## src/logic/mio_pkg.sv

```systemverilog
// constants shared by the multi-mode io port block
package mio_pkg;
	localparam int NPORT = 3;
	localparam int NINTPORT = 2;
	localparam logic [7:0] CFG_BASE = 8'h18;
	localparam logic [7:0] CFG_SPAN = 8'h0C;
	localparam logic [1:0] F_PULL = 2'h0;
	localparam logic [1:0] F_OPT = 2'h1;
	localparam logic [1:0] F_DIR = 2'h2;
	localparam logic [1:0] F_ALT = 2'h3;
	localparam logic [7:0] A_PULL = 8'h18;
	localparam logic [7:0] A_OPT = 8'h19;
	localparam logic [7:0] A_DIR = 8'h1A;
	localparam logic [7:0] A_ALT = 8'h1B;
	localparam logic [7:0] B_PULL = 8'h1C;
	localparam logic [7:0] B_OPT = 8'h1D;
	localparam logic [7:0] B_DIR = 8'h1E;
	localparam logic [7:0] B_ALT = 8'h1F;
	localparam logic [7:0] C_PULL = 8'h20;
	localparam logic [7:0] C_OPT = 8'h21;
	localparam logic [7:0] C_DIR = 8'h22;
	localparam logic [7:0] C_ALT = 8'h23;
	localparam logic [7:0] IO_A = 8'h00;
	localparam logic [7:0] IO_B = 8'h01;
	localparam logic [7:0] IO_C = 8'h02;
	localparam logic [7:0] CFG_RESET = 8'h00;
	localparam logic [NPORT-1:0][7:0] PORT_MASK = {8'h3F, 8'hFF, 8'hFF};
	localparam int NMI_BIT = 7;
	localparam logic EDGE_RISE = 1'b0;
endpackage : mio_pkg

```

## src/logic/mio_io_port.sv

```systemverilog
// three-port multi-mode io block with shadowed configuration and port interrupts
//
// Overview of operation
// - pull, option, direction bits pick eight modes
// - reset leaves all pins input high impedance
// - pull/option shadowed, applied on direction write
// - each register bit controls same-index pin
// - input address 0..2 reads port A..C
// - output pins read back output buffer
// - output address 0..2 writes port buffers
// - written values ignored on input pins
// - port C pins never raise port interrupts
// - one OR-combined interrupt per port A, B
// - interrupt pin levels readable via input read
// - selectable rising or falling interrupt edge
// - alternate bit selects peripheral over digital
// - direction picks alternate input or output
// - NMI passes only on alt-input port A pin7
// - port A alternate function map fixed
// - peripheral may override port A pin configuration
// - configuration registers eight bit (port C six), reset zero
`timescale 1ns/10ps
module mio_io_port (
	// clock and reset
	input wire logic mclk,
	input wire logic rst,
	input wire logic ce,
	// configuration register access
	input wire logic cfgWe,
	input wire logic cfgRe,
	input wire logic [7:0] cfgAddr,
	input wire logic [7:0] cfgWrData,
	output logic [7:0] cfgRdData,
	// port input read and output write
	input wire logic inRe,
	input wire logic [7:0] inAddr,
	output logic [7:0] inRdData,
	input wire logic outWe,
	input wire logic [7:0] outAddr,
	input wire logic [7:0] outWrData,
	// interrupt control and requests
	input wire logic [1:0] interruptEdgePolarity,
	output logic irqPortA,
	output logic irqPortB,
	output logic nmiReq,
	// peripheral side
	input wire logic [7:0] altOutA,
	input wire logic [7:0] altOutB,
	input wire logic [5:0] altOutC,
	input wire logic [7:0] periphOvrA,
	input wire logic [7:0] periphOvrOutA,
	input wire logic [7:0] periphOvrOeA,
	output logic [7:0] altInA,
	output logic [7:0] altInB,
	output logic [5:0] altInC,
	// pads
	input wire logic [7:0] pinInA,
	input wire logic [7:0] pinInB,
	input wire logic [5:0] pinInC,
	output logic [7:0] pinOutA,
	output logic [7:0] pinOutB,
	output logic [5:0] pinOutC,
	output logic [7:0] pinOeA,
	output logic [7:0] pinOeB,
	output logic [5:0] pinOeC,
	output logic [7:0] pinPullA,
	output logic [7:0] pinPullB,
	output logic [5:0] pinPullC
);
	typedef logic [mio_pkg::NPORT-1:0][7:0] mio_bank_t;

	typedef struct packed {
		mio_bank_t shPull;
		mio_bank_t shOpt;
		mio_bank_t actPull;
		mio_bank_t actOpt;
		mio_bank_t dir;
		mio_bank_t alt;
		mio_bank_t outBuf;
		mio_bank_t sync1;
		mio_bank_t sync2;
		mio_bank_t padOut;
		mio_bank_t padOe;
		mio_bank_t padPull;
		mio_bank_t altIn;
		logic [mio_pkg::NINTPORT-1:0] prevOr;
		logic [mio_pkg::NINTPORT-1:0] irq;
		logic nmi;
		logic [7:0] inRd;
		logic [7:0] cfgRd;
	} mio_state_s;

	mio_state_s s_r;
	mio_state_s s_nxt;
	mio_bank_t pinIn;
	mio_bank_t altOutBank;
	mio_bank_t ovrEn;
	mio_bank_t ovrOut;
	mio_bank_t ovrOe;
	mio_bank_t cellOut;
	mio_bank_t cellOe;
	mio_bank_t cellPull;
	mio_bank_t cellInt;
	logic [mio_pkg::NINTPORT-1:0] orNow;
	logic [7:0] cfgIdx;
	logic cfgHit;
	logic [1:0] cfgPort;
	logic [1:0] cfgField;

	assign pinIn = {{2'h0, pinInC}, pinInB, pinInA};
	assign altOutBank = {{2'h0, altOutC}, altOutB, altOutA};
	assign ovrEn = {16'h0000, periphOvrA};
	assign ovrOut = {16'h0000, periphOvrOutA};
	assign ovrOe = {16'h0000, periphOvrOeA};

	// one cell per pin; bit i of each register drives pin i only
	for (genvar p = 0; p < mio_pkg::NPORT; p++) begin : gPort
		for (genvar b = 0; b < 8; b++) begin : gBit
			mio_pin_cell #(
				.INT_CAPABLE(p < mio_pkg::NINTPORT)
			) uCell (
				.pullBit(s_r.actPull[p][b]),
				.optBit(s_r.actOpt[p][b]),
				.dirBit(s_r.dir[p][b]),
				.altBit(s_r.alt[p][b]),
				.outBit(s_r.outBuf[p][b]),
				.altOut(altOutBank[p][b]),
				.ovrEn(ovrEn[p][b]),
				.ovrOut(ovrOut[p][b]),
				.ovrOe(ovrOe[p][b]),
				.padOut(cellOut[p][b]),
				.padOe(cellOe[p][b]),
				.padPull(cellPull[p][b]),
				.intEn(cellInt[p][b])
			);
		end
	end

	assign cfgIdx = cfgAddr - mio_pkg::CFG_BASE;
	assign cfgHit = (cfgAddr >= mio_pkg::CFG_BASE) && (cfgIdx < mio_pkg::CFG_SPAN);
	assign cfgPort = cfgIdx[3:2];
	assign cfgField = cfgIdx[1:0];

	always_comb begin
		for (int p = 0; p < mio_pkg::NINTPORT; p++) begin
			orNow[p] = |(s_r.sync2[p] & cellInt[p]);
		end
	end

	always_comb begin
		s_nxt = s_r;
		if (ce) begin
			s_nxt.sync1 = pinIn;
			s_nxt.sync2 = s_r.sync1;
			// configuration writes; pull and option wait in the shadow
			if (cfgWe && cfgHit) begin
				case (cfgField)
					mio_pkg::F_PULL: s_nxt.shPull[cfgPort] =
						cfgWrData & mio_pkg::PORT_MASK[cfgPort];
					mio_pkg::F_OPT: s_nxt.shOpt[cfgPort] =
						cfgWrData & mio_pkg::PORT_MASK[cfgPort];
					mio_pkg::F_DIR: begin
						// direction write latches direction plus shadowed pull and option
						s_nxt.dir[cfgPort] = cfgWrData & mio_pkg::PORT_MASK[cfgPort];
						s_nxt.actPull[cfgPort] = s_r.shPull[cfgPort];
						s_nxt.actOpt[cfgPort] = s_r.shOpt[cfgPort];
					end
					mio_pkg::F_ALT: s_nxt.alt[cfgPort] =
						cfgWrData & mio_pkg::PORT_MASK[cfgPort];
					default: s_nxt.alt = s_r.alt;
				endcase
			end
			if (cfgRe) begin
				s_nxt.cfgRd = 8'h00;
				if (cfgHit) begin
					case (cfgField)
						mio_pkg::F_PULL: s_nxt.cfgRd = s_r.shPull[cfgPort];
						mio_pkg::F_OPT: s_nxt.cfgRd = s_r.shOpt[cfgPort];
						mio_pkg::F_DIR: s_nxt.cfgRd = s_r.dir[cfgPort];
						mio_pkg::F_ALT: s_nxt.cfgRd = s_r.alt[cfgPort];
						default: s_nxt.cfgRd = 8'h00;
					endcase
				end
			end
			// output buffer always stores; input pins simply never drive it
			if (outWe && (outAddr <= mio_pkg::IO_C)) begin
				s_nxt.outBuf[outAddr[1:0]] =
					outWrData & mio_pkg::PORT_MASK[outAddr[1:0]];
			end
			if (inRe) begin
				s_nxt.inRd = 8'h00;
				if (inAddr <= mio_pkg::IO_C) begin
					s_nxt.inRd = ((s_r.dir[inAddr[1:0]] & s_r.outBuf[inAddr[1:0]]) |
						(~s_r.dir[inAddr[1:0]] & s_r.sync2[inAddr[1:0]])) &
						mio_pkg::PORT_MASK[inAddr[1:0]];
				end
			end
			s_nxt.padOut = cellOut;
			s_nxt.padOe = cellOe;
			s_nxt.padPull = cellPull;
			s_nxt.altIn = s_r.sync2 & s_r.alt & ~s_r.dir;
			for (int p = 0; p < mio_pkg::NINTPORT; p++) begin
				// edge on the synced OR so one request per edge
				if (interruptEdgePolarity[p] == mio_pkg::EDGE_RISE) begin
					s_nxt.irq[p] = orNow[p] & ~s_r.prevOr[p];
				end else begin
					s_nxt.irq[p] = ~orNow[p] & s_r.prevOr[p];
				end
				s_nxt.prevOr[p] = orNow[p];
			end
			s_nxt.nmi = s_r.alt[0][mio_pkg::NMI_BIT] & ~s_r.dir[0][mio_pkg::NMI_BIT] &
				s_r.sync2[0][mio_pkg::NMI_BIT];
		end
	end

	always_ff @(posedge mclk) begin
		if (rst) begin
			s_r <= '0;
		end else begin
			s_r <= s_nxt;
		end
	end

	assign cfgRdData = s_r.cfgRd;
	assign inRdData = s_r.inRd;
	assign irqPortA = s_r.irq[0];
	assign irqPortB = s_r.irq[1];
	assign nmiReq = s_r.nmi;
	assign altInA = s_r.altIn[0];
	assign altInB = s_r.altIn[1];
	assign altInC = s_r.altIn[2][5:0];
	assign pinOutA = s_r.padOut[0];
	assign pinOutB = s_r.padOut[1];
	assign pinOutC = s_r.padOut[2][5:0];
	assign pinOeA = s_r.padOe[0];
	assign pinOeB = s_r.padOe[1];
	assign pinOeC = s_r.padOe[2][5:0];
	assign pinPullA = s_r.padPull[0];
	assign pinPullB = s_r.padPull[1];
	assign pinPullC = s_r.padPull[2][5:0];
endmodule : mio_io_port

```

## src/logic/mio_pin_cell.sv

```systemverilog
// per-pin mode decode: configuration bits to pad drive, pull and interrupt enable
`timescale 1ns/10ps
module mio_pin_cell #(
	parameter bit INT_CAPABLE = 1'b1
) (
	// configuration
	input wire logic pullBit,
	input wire logic optBit,
	input wire logic dirBit,
	input wire logic altBit,
	// data sources
	input wire logic outBit,
	input wire logic altOut,
	input wire logic ovrEn,
	input wire logic ovrOut,
	input wire logic ovrOe,
	// pad controls
	output logic padOut,
	output logic padOe,
	output logic padPull,
	output logic intEn
);
	logic drv;

	always_comb begin
		drv = (altBit & dirBit) ? altOut : outBit;
		padOut = 1'b0;
		padOe = 1'b0;
		padPull = 1'b0;
		intEn = 1'b0;
		if (ovrEn) begin
			// peripheral owns the pin outright
			padOut = ovrOut;
			padOe = ovrOe;
		end else begin
			padPull = pullBit;
			case ({optBit, dirBit})
				2'h0: padOe = 1'b0;
				2'h2: begin
					padOe = 1'b0;
					intEn = INT_CAPABLE & ~altBit;
				end
				2'h1: begin
					padOe = 1'b1;
					padOut = drv;
				end
				2'h3: begin
					// open drain or weak pull-up: only sink low
					padOe = ~drv;
					padOut = 1'b0;
				end
				default: padOe = 1'b0;
			endcase
		end
	end
endmodule : mio_pin_cell

```

## config.mk

```make
export PLATFORM = sky130hd
export DESIGN_NAME = mio_io_port
export DESIGN_NICKNAME = d
export VERILOG_FILES = /design/src/logic/mio_pkg.sv /design/src/logic/mio_io_port.sv /design/src/logic/mio_pin_cell.sv
export SDC_FILE = /design/constraint.sdc
export NUM_CORES = 1
export LEC_CHECK = 0
export BUFFER_PORTS_ARGS = -buffer_cell sky130_fd_sc_hd__buf_2
export CORE_UTILIZATION = 60
export CTS_BUF_LIST = sky130_fd_sc_hd__clkbuf_4 sky130_fd_sc_hd__clkbuf_8
export DETAILED_ROUTE_END_ITERATION = 8
export GPL_ROUTABILITY_DRIVEN = 0
export HOLD_SLACK_MARGIN = 0.06
export PLACE_DENSITY = 0.83
export SLEW_MARGIN = 15
export SYNTH_ARGS = -nofsm -noshare
export SYNTH_HDL_FRONTEND = slang
export SYNTH_HIERARCHICAL = 1
export SYNTH_SLANG_ARGS = --single-unit
export TNS_END_PERCENT = 30
```

## constraint.sdc

```tcl
create_clock -name mclk -period 3.36 [get_ports mclk]
set_input_delay 0.504 -clock mclk [delete_from_list [all_inputs] [get_ports mclk]]
set_output_delay 0.504 -clock mclk [all_outputs]
set_load 0.02 [all_outputs]
```

==> impl_metrics.tcl <==
set metrics [dict create \
    status "finished clean" \
    p_int_mw 6.06 \
    grt_first_pass_wirelength_microns 63600 \
    drt_iter0_markers 1238 \
    final_common_cell "dfxtp_1" \
    crit_type "in -> reg" \
    nFillCells 1871 \
    crit_slowest_cell "a2111oi_4" \
    dpl.cell_count 2072 \
    p_leak_nw 7.74 \
    nets 1918 \
    reg2reg_from "s_r[237]$_SDFFE_PP0P_" \
    worstSetupStartpointType "primary input" \
    clk_pin_slew_ns 0.06 \
    clock_latency_ns 0.57 \
    r2r_setup_slack_ns 1.19 \
    slew_headroom 0.257 \
    worstMarginPinSlew_ns 1.11 \
    drv_cap 0 \
    cts_buffers 50 \
    port-buffer-count 223 \
    worstHoldStart "pinInC[4]" \
    p_switching_mw 1.89 \
    clock_skew_ns 0.0168 \
    die_w_microns 159 \
    fin_hold_ws_ns 0.165 \
    wl_per_cell_microns 19.0 \
    multiInputGateArea_sq_um 7620 \
    crit_chain "buf_2 > buf_4 > a21oi_1 > a2111oi_4 > o211ai_4 > mux2i_1 > nor2_1" \
    synth_warnings 6 \
    peakVddDrop_mv 0.297 \
    arrival_ns 2.80 \
    grt_max_degree 146 \
    min_period_ns 2.36 \
    mostFrequentLayoutCells "dfxtp_1, nor2_1, mux2i_1" \
    stdcell_count 2164 \
    pwr-share-seq 0.481 \
    cts_root_buffer "clkbuf_8" \
    initial_core_util 0.609 \
    min_path_cells 3 \
    fin_ws_ns 0.998 \
    cts_setup_buffers 0 \
    area_delta_synth_final_pct 14.1 \
    min_period_over_period 0.703 \
    combPwrFrac 0.072 \
    worstPathRequired_ns 3.80 \
    fmax_mhz 423 \
    syn_inst 1598 \
    grt_util_all_layers 0.319 \
    drt_drc_violations_left 0 \
    setup_viol 0 \
    regArea_sq_um 6310 \
    max_stage_delay_ns 0.95 \
    routed_wl_microns 41200 \
    fin_tns_setup_ns 0 \
    post-route-cell-area_sq_um 16800 \
    cts_hold_buf 0 \
    p_sw_frac 0.238 \
    antenna_found_initial 1 \
    post_drt_via_cell_ratio 5.76 \
    hold_viol_final 0 \
    dpl-instance-area_sq_um 15700 \
    grt_pass1_vias 12000 \
    final_core_util 0.695 \
    clkSinkCount 315 \
    holdCritPathClass "in -> reg" \
    vias 12500 \
    min_to "s_r[161]$_SDFFE_PP0P_" \
    r2r-end "irqPortA$_SDFFE_PP0P_" \
    rsz0062_at_grt "false" \
    overflow 0 \
    dr.pass1.iters 6 \
    slew_viol_final 0 \
    drive_above_1_share 0.218 \
    io-pin-count 224 \
    fp.dieH_microns 159 \
    power_mw 7.95 \
    postSynthAreaPerCell_sq_um 9.23 \
    reg2reg_depth 5 \
    crit_fanout 38 \
    synth_area_sq_um 14800 \
    dp_hpwl_microns 28800 \
    antenna_left 0 \
    clockPowerShare 0.447 \
    dp_slack_ns 0.488 \
    cts_tree "yes" \
    cts_buffer_depth 3 \
    cts_max_level 2 \
    dieArea_sq_um 25200 \
    cts.repair.resized 0 \
    endpoint_kind "flop" \
    core-area_sq_um 24200 \
    rows 57 \
    powerDensity_nw_per_um2 472 \
]
-- state kept, by name, indices dropped and copies added (netlist names) --
name       count
altInA         8
altInB         8
altInC         6
cfgRdData      8
inRdData       8
irqPortA       1
irqPortB       1
nmiReq         1
pinOeA         8
pinOeB         8
pinOeC         6
pinOutA        8
pinOutB        8
pinOutC        6
pinPullA       8
pinPullB       8
pinPullC       6
s_r          208
-- worst max-delay path, delay by kind of cell --
family / cells / cell delay, ns
and+or+nand+nor: 1 / 0.06
muxes: 1 / 0.27
AOI/OAI and AO/OA: 3 / 1.45
buffers and inverters: 2 / 0.51
-- how the worst max path moves through the flow --
stage / end / startpoint / cells past startpoint
5_1_grt: s_r[286]$_SDFFE_PP0P_ / cfgAddr[3] / 7
3_5_place_dp: s_r[294]$_SDFFE_PP0P_ / cfgAddr[3] / 7
4_1_cts: s_r[201]$_SDFFE_PP0P_ / cfgAddr[3] / 7
2_1_floorplan: s_r[205]$_SDFFE_PP0P_ / cfgAddr[3] / 6
6_report: s_r[201]$_SDFFE_PP0P_ / cfgAddr[3] / 7
3_3_place_gp: s_r[242]$_SDFFE_PP0P_ / cfgAddr[3] / 8
-- per-layer routing --
| layer | routed length [microns] | share of wire | GRT usage |
|---|---|---|---|
| met1 | 16400 | 0.40 | 0.395 |
| met2 | 19200 | 0.47 | 0.524 |
| met3 | 3280 | 0.080 | 0.0554 |
| met4 | 2280 | 0.055 | 0.184 |
| met5 | 0 | 0 | 0 |
-- cell type report --
cell class	instances	share of cell area
antenna	1	0.000149
clock buffer	86	0.0632
clock inverter	5	0.00327
inverter	23	0.00513
multi-input combinational	1167	0.452
sequential	315	0.374
tap	324	0.0241
timing repair buffer	243	0.0776
-- power by group through the flow --
| stage | sequential (mW) | combinational (mW) | clock [mW] |
|---|---|---|---|
| floorplan | 3.89 | 0.391 | 0 |
| global placement | 3.90 | 0.549 | 0 |
| detailed placement | 3.90 | 0.560 | 0 |
| CTS | 3.82 | 0.564 | 3.57 |
| global route | 3.82 | 0.614 | 3.76 |
| finish | 3.82 | 0.572 | 3.55 |
Power figures use the tool's default switching activity.
